--- config.mk ---
export PLATFORM = sky130hd
export DESIGN_NAME = itpm_ctrl
export DESIGN_NICKNAME = d
export VERILOG_FILES = /design/src/hw/itpm_ctrl.v
export VERILOG_INCLUDE_DIRS = /design/src /design/src/hw
export SDC_FILE = /design/constraint.sdc
export NUM_CORES = 1
export LEC_CHECK = 0
export BUFFER_PORTS_ARGS = -buffer_cell sky130_fd_sc_hd__buf_2
export CORE_ASPECT_RATIO = 1.2
export CORE_MARGIN = 4
export CORE_UTILIZATION = 60
export CTS_BUF_LIST = sky130_fd_sc_hd__clkbuf_4 sky130_fd_sc_hd__clkbuf_8
export CTS_CLUSTER_DIAMETER = 150
export DETAILED_ROUTE_END_ITERATION = 10
export PLACE_DENSITY_LB_ADDON = 0.12
export SYNTH_ARGS = -nofsm -noshare
export SYNTH_HDL_FRONTEND = slang
export SYNTH_SLANG_ARGS = --single-unit
--- constraint.sdc ---
create_clock -name pclk -period 27.8 [get_ports pclk]
set_input_delay 2.78 -clock pclk [delete_from_list [all_inputs] [get_ports pclk]]
set_output_delay 2.78 -clock pclk [all_outputs]
set_load 0.005 [all_outputs]
--- src/hw/itpm_defines.vh ---
`ifndef ITPM_DEFINES_VH
`define ITPM_DEFINES_VH

// Register byte offsets
`define ITPM_CFG_OFF 12'h000
`define ITPM_MASK_OFF 12'h004
`define ITPM_SWINT_OFF 12'h008
`define ITPM_STATUS_OFF 12'h00C
`define ITPM_STYPE0_OFF 12'h010
`define ITPM_STYPE1_OFF 12'h014
`define ITPM_ICR_BASE 12'h040
`define ITPM_ADDR_W 12

// Field positions
`define ITPM_CFG_SLAVE 0
`define ITPM_CFG_CASC 1
`define ITPM_ICR_MSK 3
`define ITPM_SWINT_PEND 8

// Sizes and reset values
`define ITPM_TYPE_W 8
`define ITPM_VEC_W 20
`define ITPM_NSRC 10
`define ITPM_NLINE 12
`define ITPM_NEXT 5
`define ITPM_PR_RESET 3'h7
`define ITPM_MASK_RESET 10'h000

// Fixed type codes
`define ITPM_T_TRACE 8'h01
`define ITPM_T_NMI 8'h02
`define ITPM_T_TMR0 8'h08
`define ITPM_T_DMA0 8'h0A
`define ITPM_T_DMA1 8'h0B
`define ITPM_T_INT0 8'h0C
`define ITPM_T_WDOG 8'h11
`define ITPM_T_TMR1 8'h12
`define ITPM_T_TMR2 8'h13
`define ITPM_T_SER 8'h14

// Source indices of the lowest shared group
`define ITPM_SRC_INT4 7
`define ITPM_SRC_WDOG 8
`define ITPM_SRC_SER 9

`endif

--- src/hw/itpm_ctrl.v ---
// What this block does
// - Every interrupt is named by an 8-bit type code, 256 types in all.
// - Types of exceptions, peripherals and non-cascaded inputs come from this block.
// - Cascaded inputs 0-3 and, in slave mode, input 0 take their type from the external controller.
// - Vectors sit in a 1 Kbyte table from address zero, four bytes each.
// - Vector index is the type shifted left two bits.
// - Types 08h-1Fh are maskable; only 08h-14h are used, others reserved.
// - Global enable low blocks all maskable requests; high lets unmasked ones through.
// - Types 00h-07h and software interrupts ignore the global enable.
// - Each source control register holds a mask bit that blocks it when set.
// - One combined mask register shares state with the per-source mask bits.
// - Types 00h-07h always win over every maskable request.
// - Each maskable source has a 3-bit priority field, reset to level 7.
// - Software interrupts may use any of 256 types and are never masked.
// - Types 00h, 01h, 03h-07h are non-maskable execution exceptions.
// - Fixed source types per table.
// - Default order: trace, NMI, other exceptions, timers, DMA, inputs, lowest group.
// - Timers are one source with one level; timer 0 beats 1 beats 2.
// - In slave mode timer and DMA types are programmable.
// - In slave mode input 4, watchdog and serial sources are unavailable.
// - Programmable level decides first; default order breaks ties.
// - Levels run zero to seven, zero most urgent.
//
// The placing of the registers and the APB slave port were decided locally.
`timescale 1ns/1ps
`include "itpm_defines.vh"

module itpm_ctrl #(
  parameter NSRC = `ITPM_NSRC,
  parameter NLINE = `ITPM_NLINE,
  parameter NEXT = `ITPM_NEXT
) (
  input wire pclk,
  input wire presetn,
  input wire psel,
  input wire penable,
  input wire pwrite,
  input wire [31:0] paddr,
  input wire [31:0] pwdata,
  output reg [31:0] prdata,
  output reg pready,
  output reg pslverr,
  input wire [NEXT-1:0] external_request_inputs,
  input wire nmi_pin,
  input wire [7:0] exc_req,
  input wire core_if,
  input wire core_ack,
  input wire [2:0] tmr_req,
  input wire [1:0] dma_req,
  input wire wdog_req,
  input wire ser_req,
  output reg core_req,
  output reg [`ITPM_TYPE_W-1:0] core_type,
  output reg [`ITPM_VEC_W-1:0] core_vec_addr,
  output reg core_type_ext
);

  // Maps a request line to the control register that owns it
  function [3:0] line_src;
    input [3:0] line;
    begin
      if (line < 4'd3) begin
        line_src = 4'd0;
      end else begin
        line_src = line - 4'd2;
      end
    end
  endfunction

  // Fixed type code of each request line
  function [7:0] line_type;
    input [3:0] line;
    begin
      case (line)
        4'd0: line_type = `ITPM_T_TMR0;
        4'd1: line_type = `ITPM_T_TMR1;
        4'd2: line_type = `ITPM_T_TMR2;
        4'd3: line_type = `ITPM_T_DMA0;
        4'd4: line_type = `ITPM_T_DMA1;
        4'd10: line_type = `ITPM_T_WDOG;
        4'd11: line_type = `ITPM_T_SER;
        default: line_type = `ITPM_T_INT0 + {4'h0, line - 4'd5};
      endcase
    end
  endfunction

  // Pin synchronisers; first stage feeds only the second
  reg [NEXT:0] pin_meta_reg;
  reg [NEXT:0] pin_sync_reg;
  always @(posedge pclk or negedge presetn) begin
    if (!presetn) begin
      pin_meta_reg <= {(NEXT+1){1'b0}};
      pin_sync_reg <= {(NEXT+1){1'b0}};
    end else begin
      pin_meta_reg <= {nmi_pin, external_request_inputs};
      pin_sync_reg <= pin_meta_reg;
    end
  end

  // Configuration and mask state
  reg slave_reg;
  reg casc_reg;
  reg [NSRC-1:0] mask_reg;
  reg [2:0] pr_reg [0:NSRC-1];
  reg [31:0] stype0_reg;
  reg [7:0] stype1_reg;
  reg [7:0] sw_type_reg;
  reg sw_pend_reg;

  // APB decode: write lands at the access edge while pready is high
  wire acc = psel & penable & pready;
  wire wr_en = acc & pwrite;
  wire [`ITPM_ADDR_W-1:0] addr = paddr[`ITPM_ADDR_W-1:0];
  wire icr_hit = (addr >= `ITPM_ICR_BASE) &&
    (addr < `ITPM_ICR_BASE + 12'd4 * NSRC[11:0]) && (addr[1:0] == 2'b00);
  wire [3:0] icr_idx = addr[5:2];
  wire hit = icr_hit || addr == `ITPM_CFG_OFF || addr == `ITPM_MASK_OFF ||
    addr == `ITPM_SWINT_OFF || addr == `ITPM_STATUS_OFF ||
    addr == `ITPM_STYPE0_OFF || addr == `ITPM_STYPE1_OFF;

  // Arbitration result
  reg win_valid;
  reg [7:0] win_type;
  reg win_ext;
  reg win_is_sw;
  reg [NLINE-1:0] line_pend;
  reg [2:0] best_pr;
  reg found;
  reg [7:0] t;
  reg [3:0] s;
  integer i;

  // Raw request lines in default overall order
  always @* begin
    line_pend = {ser_req, wdog_req, pin_sync_reg[NEXT-1:0], dma_req, tmr_req};
    if (slave_reg) begin
      line_pend[11:9] = 3'b000;
    end
  end

  // Priority pick, one winner only
  always @* begin
    win_valid = 1'b0;
    win_type = 8'h00;
    win_ext = 1'b0;
    win_is_sw = 1'b0;
    best_pr = 3'h7;
    found = 1'b0;
    t = 8'h00;
    s = 4'h0;
    if (exc_req[1]) begin
      win_valid = 1'b1;
      win_type = `ITPM_T_TRACE;
    end else if (pin_sync_reg[NEXT]) begin
      win_valid = 1'b1;
      win_type = `ITPM_T_NMI;
    end else if (exc_req != 8'h00) begin
      // Remaining exceptions are mutually exclusive, lowest index taken
      win_valid = 1'b1;
      for (i = 7; i >= 0; i = i - 1) begin
        if (exc_req[i] && i != 2) begin
          win_type = i[7:0];
        end
      end
    end else if (sw_pend_reg) begin
      win_valid = 1'b1;
      win_type = sw_type_reg;
      win_is_sw = 1'b1;
    end else if (core_if) begin
      // Strict less-than keeps the earlier line on equal levels
      for (i = 0; i < NLINE; i = i + 1) begin
        s = line_src(i[3:0]);
        if (line_pend[i] && !mask_reg[s] &&
            (!found || pr_reg[s] < best_pr)) begin
          found = 1'b1;
          best_pr = pr_reg[s];
          t = line_type(i[3:0]);
          if (slave_reg && i < 4) begin
            t = stype0_reg[8*i +: 8];
          end else if (slave_reg && i == 4) begin
            t = stype1_reg;
          end
          win_type = t;
          // Master controller or cascaded part supplies the type
          win_ext = (slave_reg && i == 5) ||
            (casc_reg && !slave_reg && i >= 5 && i <= 8);
        end
      end
      win_valid = found;
    end
  end

  // Core-facing outputs, registered
  always @(posedge pclk or negedge presetn) begin
    if (!presetn) begin
      core_req <= 1'b0;
      core_type <= 8'h00;
      core_vec_addr <= 20'h0_0000;
      core_type_ext <= 1'b0;
    end else begin
      core_req <= win_valid;
      core_type <= win_type;
      core_vec_addr <= {10'h000, win_type, 2'b00};
      core_type_ext <= win_ext;
    end
  end

  // Software interrupt pending flag; a new write beats the ack
  wire sw_wr = wr_en && addr == `ITPM_SWINT_OFF;
  wire sw_taken = core_ack && core_req && win_is_sw;
  always @(posedge pclk or negedge presetn) begin
    if (!presetn) begin
      sw_pend_reg <= 1'b0;
      sw_type_reg <= 8'h00;
    end else begin
      if (sw_wr) begin
        sw_pend_reg <= 1'b1;
        sw_type_reg <= pwdata[7:0];
      end else if (sw_taken) begin
        sw_pend_reg <= 1'b0;
      end
    end
  end

  // Configuration registers
  always @(posedge pclk or negedge presetn) begin
    if (!presetn) begin
      slave_reg <= 1'b0;
      casc_reg <= 1'b0;
      stype0_reg <= 32'h0000_0000;
      stype1_reg <= 8'h00;
    end else if (wr_en) begin
      if (addr == `ITPM_CFG_OFF) begin
        slave_reg <= pwdata[`ITPM_CFG_SLAVE];
        casc_reg <= pwdata[`ITPM_CFG_CASC];
      end
      if (addr == `ITPM_STYPE0_OFF) begin
        stype0_reg <= pwdata;
      end
      if (addr == `ITPM_STYPE1_OFF) begin
        stype1_reg <= pwdata[7:0];
      end
    end
  end

  // Mask bits: both views write the same flops
  always @(posedge pclk or negedge presetn) begin
    if (!presetn) begin
      mask_reg <= `ITPM_MASK_RESET;
    end else if (wr_en && addr == `ITPM_MASK_OFF) begin
      mask_reg <= pwdata[NSRC-1:0];
    end else if (wr_en && icr_hit) begin
      mask_reg[icr_idx] <= pwdata[`ITPM_ICR_MSK];
    end
  end

  // Priority fields, one per source
  genvar g;
  generate
    for (g = 0; g < NSRC; g = g + 1) begin : g_pr
      always @(posedge pclk or negedge presetn) begin
        if (!presetn) begin
          pr_reg[g] <= `ITPM_PR_RESET;
        end else if (wr_en && icr_hit && icr_idx == g) begin
          pr_reg[g] <= pwdata[2:0];
        end
      end
    end
  endgenerate

  // Read mux
  reg [31:0] rd_next;
  always @* begin
    rd_next = 32'h0000_0000;
    if (icr_hit) begin
      rd_next = {28'h000_0000, mask_reg[icr_idx], pr_reg[icr_idx]};
    end else begin
      case (addr)
        `ITPM_CFG_OFF: rd_next = {30'h0000_0000, casc_reg, slave_reg};
        `ITPM_MASK_OFF: rd_next = {22'h00_0000, mask_reg};
        `ITPM_SWINT_OFF: rd_next = {23'h00_0000, sw_pend_reg, sw_type_reg};
        `ITPM_STATUS_OFF: rd_next = {10'h000, line_pend, core_type_ext, core_req, core_type};
        `ITPM_STYPE0_OFF: rd_next = stype0_reg;
        `ITPM_STYPE1_OFF: rd_next = {24'h00_0000, stype1_reg};
        default: rd_next = 32'h0000_0000;
      endcase
    end
  end

  // APB answer: ready in the first access cycle, data and error with it
  always @(posedge pclk or negedge presetn) begin
    if (!presetn) begin
      pready <= 1'b0;
      prdata <= 32'h0000_0000;
      pslverr <= 1'b0;
    end else begin
      pready <= psel & ~penable;
      pslverr <= psel & ~penable & ~hit;
      prdata <= (psel & ~penable & ~pwrite & hit) ? rd_next : 32'h0000_0000;
    end
  end

endmodule // itpm_ctrl

; Word level (Yosys, flattened, before mapping)
; Index checks and enable logic that the tools add are counted.
[totals]
regBits = 147
output_inout_bits = 64
[classes]
n_eq_ne = 14
order_cmp = 36
bitwise = 21
mux = 298
n_reduce_logical = 91
[ops]
columns = cell, count
row1 = 2-to-1 mux 3 bit, 90
row2 = 2-to-1 mux 8 bit, 27
row3 = 2-to-1 mux 4 bit, 50
row4 = case mux 32 bit (6 select lines), 1
row5 = binary-select mux 3 bit (select 4 bit), 11
row6 = 2-to-1 mux 1 bit, 102
row7 = 2-to-1 mux 32 bit, 2
row8 = "greater-or-equal comparator 5 bit, second input constant", 11
row9 = "< comparator 4 x 5 -> 1 bit, second input constant", 11
row10 = NOT 4 -> 5 bit, 11
row11 = binary-select mux 1 bit (select 4 bit), 11
row12 = logical AND 1 bit, 42
row13 = < comparator 3 bit, 11
row14 = "== test 12 x 4 -> 1 bit, second input constant", 2
row15 = "== test 12 x 5 -> 1 bit, second input constant", 2
row16 = zero test 1 bit, 22
row17 = 2-to-1 mux 10 bit, 2
row18 = logical OR 1 bit, 18
row19 = "== test 4 x 3 -> 1 bit, second input constant", 4
row20 = "== test 12 x 3 -> 1 bit, second input constant", 1
row21 = "greater-or-equal comparator 12 x 7 -> 1 bit, second input constant", 1
row22 = zero test 12 bit, 1
row23 = "< comparator 12 x 7 -> 1 bit, second input constant", 1
row24 = bitwise mux 10 bit, 1
row25 = 12 further kinds, 25

; Logic depth before layout (Yosys ltp)
[depth]
depth_word = 114
mapped_depth = 67

; Worst setup path after synthesis
; No wires, ideal clock.
[synth_timing]
path_kind = input to register
from = input tmr_req[1]
to = register core_vec_addr[6]
stages = 64
setup_time_ns = 0.067
t_arrival_ns = 13.749
n_path_buf = 3
setup_slack_ns = 13.984
path_cell_list = buf_6 -> nor3_2 -> or2_0 -> buf_2 -> nor2_1 -> ha_1 -> nand2_1 -> o21ai_0 -> a21o_1 -> nor2_1 -> a21oi_1 -> inv_1 -> ha_1 -> a21oi_1 -> nand2_1 -> o31a_1 -> buf_6 -> mux2i_1 -> [28 not listed] -> a21oi_1 -> a211oi_2 -> a41oi_2 -> mux2i_1 -> ha_1 -> a21oi_1 -> nor2_1 -> nor3_1 -> a21oi_1 -> mux2_1 -> ha_1 -> a21oi_1 -> a21oi_1 -> or3_1 -> nor2b_1 -> o2111ai_1 -> o21bai_1 -> a32o_1
[synth_between]
elab_chain_cells = 98
word_cells_on_any_way = 178
classes_between = order compare (10) / mux (136) / reduce/logical (32)
[synth_lines]
columns = item, line
row1 = from (decl), itpm_ctrl.v:48  ; input wire [2:0] tmr_req,
row2 = logical AND 1 bit * (2 in a row), itpm_ctrl.v:173  ; if (line_pend[i] && !mask_reg[s] &&
row3 = 2-to-1 mux 3 bit or 2-to-1 mux 1 bit (tied branches), itpm_ctrl.v:173
row4 = 2-to-1 mux 3 bit or 2-to-1 mux 1 bit (tied branches), itpm_ctrl.v:169  ; end else if (core_if) begin
row5 = 2-to-1 mux 3 bit or 2-to-1 mux 1 bit (tied branches), itpm_ctrl.v:165  ; end else if (sw_pend_reg) begin
row6 = 2-to-1 mux 3 bit or 2-to-1 mux 1 bit (tied branches), itpm_ctrl.v:157  ; end else if (exc_req != 8'h00) begin
row7 = 2-to-1 mux 3 bit or 2-to-1 mux 1 bit (tied branches), itpm_ctrl.v:154  ; end else if (pin_sync_reg[NEXT]) begin
row8 = 2-to-1 mux 3 bit or 2-to-1 mux 1 bit (tied branches), itpm_ctrl.v:151  ; if (exc_req[1]) begin
row9 = < comparator 3 bit or zero test 1 bit (tied branches), itpm_ctrl.v:174  ; (!found || pr_reg[s] < best_pr)) begin
row10 = [82 not listed], n/a
row11 = logical AND 1 bit, itpm_ctrl.v:173
row12 = 2-to-1 mux 8 bit *, itpm_ctrl.v:173
row13 = 2-to-1 mux 8 bit *, itpm_ctrl.v:169
row14 = 2-to-1 mux 8 bit *, itpm_ctrl.v:165
row15 = 2-to-1 mux 8 bit *, itpm_ctrl.v:157
row16 = 2-to-1 mux 8 bit *, itpm_ctrl.v:154
row17 = 2-to-1 mux 8 bit *, itpm_ctrl.v:151
row18 = named net win_type[4], itpm_ctrl.v:123  ; reg [7:0] win_type;
row19 = to (signal assigned), itpm_ctrl.v:203  ; core_vec_addr <= {10'h000, win_type, 2'b00};
row20 = to (decl), itpm_ctrl.v:54  ; output reg [`ITPM_VEC_W-1:0] core_vec_addr,
; Mark *: on every way through the listed nets, which the timed path passes. The rest lies on a longest branch. The select of a mux whose other input is x is not followed.
; A chain may end at the register's enable or synchronous reset.

; Worst setup path after layout
[layout_timing]
from = input tmr_req[0]
to = register core_vec_addr[6]
[layout_between]
elab_chain_cells = 106
word_cells_on_any_way = 194
classes_between = order compare (11) / mux (149) / reduce/logical (34)
[layout_lines]
columns = item, line
row1 = logical AND 1 bit *, itpm_ctrl.v:173
row2 = 2-to-1 mux 3 bit or 2-to-1 mux 1 bit (tied branches), itpm_ctrl.v:173
row3 = 2-to-1 mux 3 bit or 2-to-1 mux 1 bit (tied branches), itpm_ctrl.v:169
row4 = 2-to-1 mux 3 bit or 2-to-1 mux 1 bit (tied branches), itpm_ctrl.v:165
row5 = 2-to-1 mux 3 bit or 2-to-1 mux 1 bit (tied branches), itpm_ctrl.v:157
row6 = 2-to-1 mux 3 bit or 2-to-1 mux 1 bit (tied branches), itpm_ctrl.v:154
row7 = 2-to-1 mux 3 bit or 2-to-1 mux 1 bit (tied branches), itpm_ctrl.v:151
row8 = < comparator 3 bit or zero test 1 bit (tied branches), itpm_ctrl.v:174
row9 = [91 not listed], n/a
row10 = logical AND 1 bit, itpm_ctrl.v:173
row11 = 2-to-1 mux 8 bit *, itpm_ctrl.v:173
row12 = 2-to-1 mux 8 bit *, itpm_ctrl.v:169
row13 = 2-to-1 mux 8 bit *, itpm_ctrl.v:165
row14 = 2-to-1 mux 8 bit *, itpm_ctrl.v:157
row15 = 2-to-1 mux 8 bit *, itpm_ctrl.v:154
row16 = 2-to-1 mux 8 bit *, itpm_ctrl.v:151
row17 = named net win_type[4], itpm_ctrl.v:123
; Marked as above.

==> flow_summary.html <==
<table>
<tr><th>Metric</th><th>Value</th></tr>
<tr><th colspan="2">Status</th></tr>
<tr><td>Status</td><td>finished, final reports clean</td></tr>
<tr><th colspan="2">Placement</th></tr>
<tr><td>Post-detailed-placement cell area</td><td>8826 µm²</td></tr>
<tr><td>PortBufs</td><td>123</td></tr>
<tr><td>Half-perimeter wire length of the detailed placement result</td><td>17140 µm</td></tr>
<tr><td>Final RePlAce weighted congestion</td><td>0.9579</td></tr>
<tr><th colspan="2">Synthesis</th></tr>
<tr><td>Most instantiated flip-flop cell in the synthesis netlist</td><td>sky130_fd_sc_hd__dfrtp_1</td></tr>
<tr><td>Number of enable flip-flop cells after synthesis</td><td>0</td></tr>
<tr><td>Fraction of the yosys area taken by sequential cells</td><td>45.28%</td></tr>
<tr><td>Ys Warns</td><td>0</td></tr>
<tr><td>Post-synthesis sequential element count</td><td>between 100 and 150</td></tr>
<tr><td>Asr flop ratio synth</td><td>100.0%</td></tr>
<tr><td>Post-Syn Instances</td><td>815</td></tr>
<tr><td>Per-instance average area after synthesis</td><td>10.07 µm²</td></tr>
<tr><td>Post-Synthesis Cell Area</td><td>8207 µm²</td></tr>
<tr><td>Synth cell types</td><td>slightly above 70</td></tr>
<tr><th colspan="2">Global route</th></tr>
<tr><td>Maximum number of pins on one net before global-route repair</td><td>slightly above 80</td></tr>
<tr><td>First-pass GRT wire length</td><td>about 36000 µm</td></tr>
<tr><td>Via count of the first global-routing pass</td><td>6790</td></tr>
<tr><td>Antenna violations before repair</td><td>0</td></tr>
<tr><td>Total gr overflow</td><td>0</td></tr>
<tr><td>Global-route total usage across every layer</td><td>between 30% and 40%</td></tr>
<tr><th colspan="2">CTS</th></tr>
<tr><td>Maximum number of buffers from clock root to sink</td><td>2</td></tr>
<tr><td>H-tree levels</td><td>4</td></tr>
<tr><td>Clock tree from TritonCTS</td><td>done</td></tr>
<tr><td>Clock Latency Late Sink</td><td>470 ps</td></tr>
<tr><td>Hold buffer count at CTS</td><td>0</td></tr>
<tr><td>Root Buffer</td><td>sky130_fd_sc_hd__clkbuf_8</td></tr>
<tr><td>Number of CTS-inserted buffers</td><td>17</td></tr>
<tr><td>CTS clk-pin slew, worst paths</td><td>80 ps</td></tr>
<tr><td>Cells resized by post-CTS repair</td><td>0</td></tr>
<tr><td>Setup Fix Bufs, Post-CTS</td><td>0</td></tr>
<tr><td>Clock sinks</td><td>~150</td></tr>
<tr><th colspan="2">Cells and area</th></tr>
<tr><td>Layout cells sized above 1</td><td>31.90%</td></tr>
<tr><td>Multi-input combinational cell area</td><td>4143 µm²</td></tr>
<tr><td>Most frequent standard cell in the layout excluding fill and tap cells</td><td>sky130_fd_sc_hd__buf_2</td></tr>
<tr><td>Number of nets in the finished design</td><td>1024</td></tr>
<tr><td>Antenna cell count</td><td>0</td></tr>
<tr><td>Post-route cell area</td><td>~9200 µm²</td></tr>
<tr><td>Register area</td><td>3716 µm²</td></tr>
<tr><td>Post-Route Utilization</td><td>69.50%</td></tr>
<tr><td>Top library cells by usage in the layout, fill and taps aside</td><td>sky130_fd_sc_hd__buf_2, sky130_fd_sc_hd__dfrtp_1, sky130_fd_sc_hd__nor2_1</td></tr>
<tr><td>Area Overhead vs Synth</td><td>12.59%</td></tr>
<tr><td>Number of fill cells in the layout</td><td>1075</td></tr>
<tr><th colspan="2">Floorplan</th></tr>
<tr><td>Die Footprint</td><td>15620 µm²</td></tr>
<tr><td>Die boundary height</td><td>~140 µm</td></tr>
<tr><td>Placeable core region</td><td>about 13000 µm²</td></tr>
<tr><td>Width of the die</td><td>114.8 µm</td></tr>
<tr><td>Rows</td><td>46</td></tr>
<tr><td>Starting utilization of the core area</td><td>61.73%</td></tr>
<tr><td>Top-Level Pins</td><td>156</td></tr>
<tr><th colspan="2">STA</th></tr>
<tr><td>Setup repair after global routing missed its margin</td><td>false</td></tr>
<tr><td>Relative slew slack</td><td>23.85%</td></tr>
<tr><td>Final worst path period share</td><td>57.29%</td></tr>
<tr><td>Tmin final</td><td>15930 ps</td></tr>
<tr><td>Final Hold Fails</td><td>0</td></tr>
<tr><td>Total negative setup slack</td><td>0 ps</td></tr>
<tr><td>Worst-case clock skew</td><td>~13 ps</td></tr>
<tr><td>Highest clock rate</td><td>62.79 MHz</td></tr>
<tr><td>Count of endpoints failing setup in the final report</td><td>0</td></tr>
<tr><td>Max Transition Viols Final</td><td>0</td></tr>
<tr><td>Worst slew pin tran</td><td>1135 ps</td></tr>
<tr><th colspan="2">Setup path</th></tr>
<tr><td>Path depth of the worst reg2reg path</td><td>58</td></tr>
<tr><td>CP Capture Type</td><td>register</td></tr>
<tr><td>Maximum fanout count along the critical path</td><td>17</td></tr>
<tr><td>CP most frequent cell</td><td>sky130_fd_sc_hd__a21oi_1</td></tr>
<tr><td>Required time of the worst setup path</td><td>around 28000 ps</td></tr>
<tr><td>Origin of the critical flop-to-flop path</td><td>mask_reg[0]$_DFFE_PN0P_</td></tr>
<tr><td>Arrival time at the worst endpoint</td><td>16330 ps</td></tr>
<tr><td>Worst Setup Start Kind</td><td>primary input</td></tr>
<tr><td>Delay contributed by the slowest stage of the critical path</td><td>940 ps</td></tr>
<tr><td>CP endpoint</td><td>core_vec_addr[6]$_DFF_PN0_</td></tr>
<tr><td>Worst Setup SP</td><td>tmr_req[0]</td></tr>
<tr><td>Worst r2r dst</td><td>core_vec_addr[6]$_DFF_PN0_</td></tr>
<tr><td>Startpoint-to-endpoint class of the critical path</td><td>primary input to register</td></tr>
<tr><td>Cell with the largest stage delay on the worst path</td><td>sky130_fd_sc_hd__o31ai_2</td></tr>
<tr><td>Reg2reg setup slack</td><td>13900 ps</td></tr>
<tr><th colspan="2">Power</th></tr>
<tr><td>Post-route total power</td><td>0.0004498 W</td></tr>
<tr><td>Leakage power figure</td><td>4.321 nW</td></tr>
<tr><td>Areal power density over the cells</td><td>approximately 49 nW/µm²</td></tr>
<tr><td>Worst-case vdd ir drop</td><td>0.03654 mV</td></tr>
<tr><th colspan="2">Route</th></tr>
<tr><td>Length of routed wiring on met1</td><td>8765 µm</td></tr>
<tr><td>Number of vias in the routed layout</td><td>6999</td></tr>
<tr><td>Antenna-violating nets left</td><td>0</td></tr>
<tr><td>Number of iterations in the first detailed-routing pass</td><td>7</td></tr>
<tr><td>Routed wire length on met3</td><td>1901 µm</td></tr>
<tr><td>Total length of routed wires</td><td>~23000 µm</td></tr>
<tr><td>Number of design-rule violations left by the first detailed-router iteration</td><td>801</td></tr>
<tr><td>Detail-routed via count per cell</td><td>6.369</td></tr>
<tr><td>Post-route DRC</td><td>0</td></tr>
<tr><td>Met2 wire length</td><td>11800 µm</td></tr>
<tr><td>Uppermost layer routed</td><td>met4</td></tr>
<tr><td>Wire length per cell</td><td>21.28 µm</td></tr>
<tr><th colspan="2">Min path</th></tr>
<tr><td>Classification of the worst-slack hold path</td><td>register to register</td></tr>
<tr><th colspan="2">Flow run</th></tr>
<tr><td>Count of maximum capacitance violations</td><td>0</td></tr>
</table>
[area by class of cell]
cell class	count	share of cell area (%)
clock buffers	19	2.762
clock inverters	13	1.720
inverters	26	1.056
multi-input cells	598	44.83
flip-flops and latches	147	40.22
well taps	168	2.275
repair buffers	128	7.136
[worst min-delay path by stage]
stage / start / endpoint / slack, ps / cells past startpoint
after floorplan: pin_meta_reg[0]$_DFF_PN0_ / pin_sync_reg[0]$_DFF_PN0_ / 330 / 0
after global routing: pin_meta_reg[0]$_DFF_PN0_ / pin_sync_reg[0]$_DFF_PN0_ / 360 / 0
after global placement: pin_meta_reg[5]$_DFF_PN0_ / pin_sync_reg[5]$_DFF_PN0_ / 330 / 0
after CTS: pin_meta_reg[2]$_DFF_PN0_ / pin_sync_reg[2]$_DFF_PN0_ / 350 / 0
final: pin_meta_reg[1]$_DFF_PN0_ / pin_sync_reg[1]$_DFF_PN0_ / 350 / 0
after detailed placement: pin_meta_reg[2]$_DFF_PN0_ / pin_sync_reg[2]$_DFF_PN0_ / 330 / 0
[power breakdown]
part           internal (W)  leakage, nW   total, W  switching [W]
registers          0.000215         1.90   0.000216     0.00000112
clock network     0.0000920        0.206   0.000175      0.0000833
logic             0.0000209         2.21  0.0000581      0.0000372
total              0.000328         4.32   0.000450       0.000122
[worst max-delay path, delay by kind of cell]
family	cells	cell delay (ps)
AO/OA/AOI/OAI	23	5910
adder cells (fa/ha/maj)	8	2190
buffers and inverters	5	460
multiplexers	6	1870
AND/OR/NAND/NOR	18	3070
[through the flow]
step / cells / setup WS, ps / hold slack, ps
6_report: 1099 / 11870 / 350.1
5_1_grt: 1099 / 10840 / 363.1
4_1_cts: 1099 / 12060 / 353.3
3_5_place_dp: 1067 / 11620 / 334.7
3_3_place_gp: 1067 / 12060 / 332.3
2_1_floorplan: 826 / 13980 / 331.2
[layer usage]
| metal | global-route usage (%) | vias up |
|---|---|---|
| met5 | 0 | - |
| met4 | 14.42 | 0 |
| met3 | 6.500 | 76 |
| met2 | 51.23 | 340 |
| met1 | 37.63 | 3436 |
| li1 | - | 3147 |
[cell usage after synthesis (3+ instances only)]
| cell type | n | share of area (%) |
|---|---|---|
| sky130_fd_sc_hd__a211oi_2 | 3 | 0.46 |
| sky130_fd_sc_hd__mux2i_1 | 25 | 3.0 |
| sky130_fd_sc_hd__nor2_1 | 85 | 3.9 |
| sky130_fd_sc_hd__dfstp_2 | 30 | 9.6 |
| sky130_fd_sc_hd__dfrtp_1 | 117 | 36 |
| sky130_fd_sc_hd__o31ai_1 | 5 | 0.46 |
| sky130_fd_sc_hd__a211oi_1 | 9 | 0.82 |
| sky130_fd_sc_hd__nor3_1 | 25 | 1.5 |
| sky130_fd_sc_hd__mux2_1 | 3 | 0.41 |
| sky130_fd_sc_hd__ha_1 | 14 | 2.1 |
| sky130_fd_sc_hd__or3_1 | 3 | 0.23 |
| sky130_fd_sc_hd__nor4_1 | 7 | 0.53 |
| sky130_fd_sc_hd__a32oi_1 | 3 | 0.32 |
| sky130_fd_sc_hd__o31a_1 | 3 | 0.32 |
| sky130_fd_sc_hd__buf_1 | 6 | 0.27 |
| sky130_fd_sc_hd__o21ai_2 | 3 | 0.32 |
| sky130_fd_sc_hd__nand2_1 | 71 | 3.2 |
| sky130_fd_sc_hd__nor2b_1 | 5 | 0.38 |
| sky130_fd_sc_hd__o211ai_1 | 3 | 0.27 |
| sky130_fd_sc_hd__o21bai_1 | 3 | 0.27 |
| sky130_fd_sc_hd__nand3_1 | 7 | 0.43 |
| sky130_fd_sc_hd__o22ai_1 | 6 | 0.46 |
| sky130_fd_sc_hd__clkbuf_1 | 25 | 1.1 |
| sky130_fd_sc_hd__a22oi_1 | 21 | 1.9 |
| sky130_fd_sc_hd__o21ai_0 | 47 | 2.9 |
| sky130_fd_sc_hd__a222oi_1 | 7 | 0.85 |
| sky130_fd_sc_hd__mux4_2 | 8 | 2.2 |
| sky130_fd_sc_hd__o21ai_1 | 4 | 0.24 |
| sky130_fd_sc_hd__and2_1 | 13 | 0.99 |
| sky130_fd_sc_hd__or2_2 | 3 | 0.23 |
| sky130_fd_sc_hd__a21oi_1 | 47 | 2.9 |
| sky130_fd_sc_hd__inv_1 | 26 | 1.2 |
| sky130_fd_sc_hd__buf_4 | 21 | 1.9 |
| sky130_fd_sc_hd__a21o_1 | 11 | 1.0 |
| sky130_fd_sc_hd__nand2b_1 | 21 | 1.6 |
| sky130_fd_sc_hd__mux2_2 | 75 | 10 |
| sky130_fd_sc_hd__a31oi_1 | 9 | 0.69 |
[cells by family (layout without fill, tap and decap cells)]
logic type,after synthesis,after routing,synth area share [%]
fa+ha+maj,14,14,2.134
mux,112,112,16.13
flops,147,147,45.28
other cells,1,12,0.04569
buf+inv,81,186,4.863
compound gates,205,205,17.03
simple gates,255,255,14.51
(Power assumes the default switching activity.)
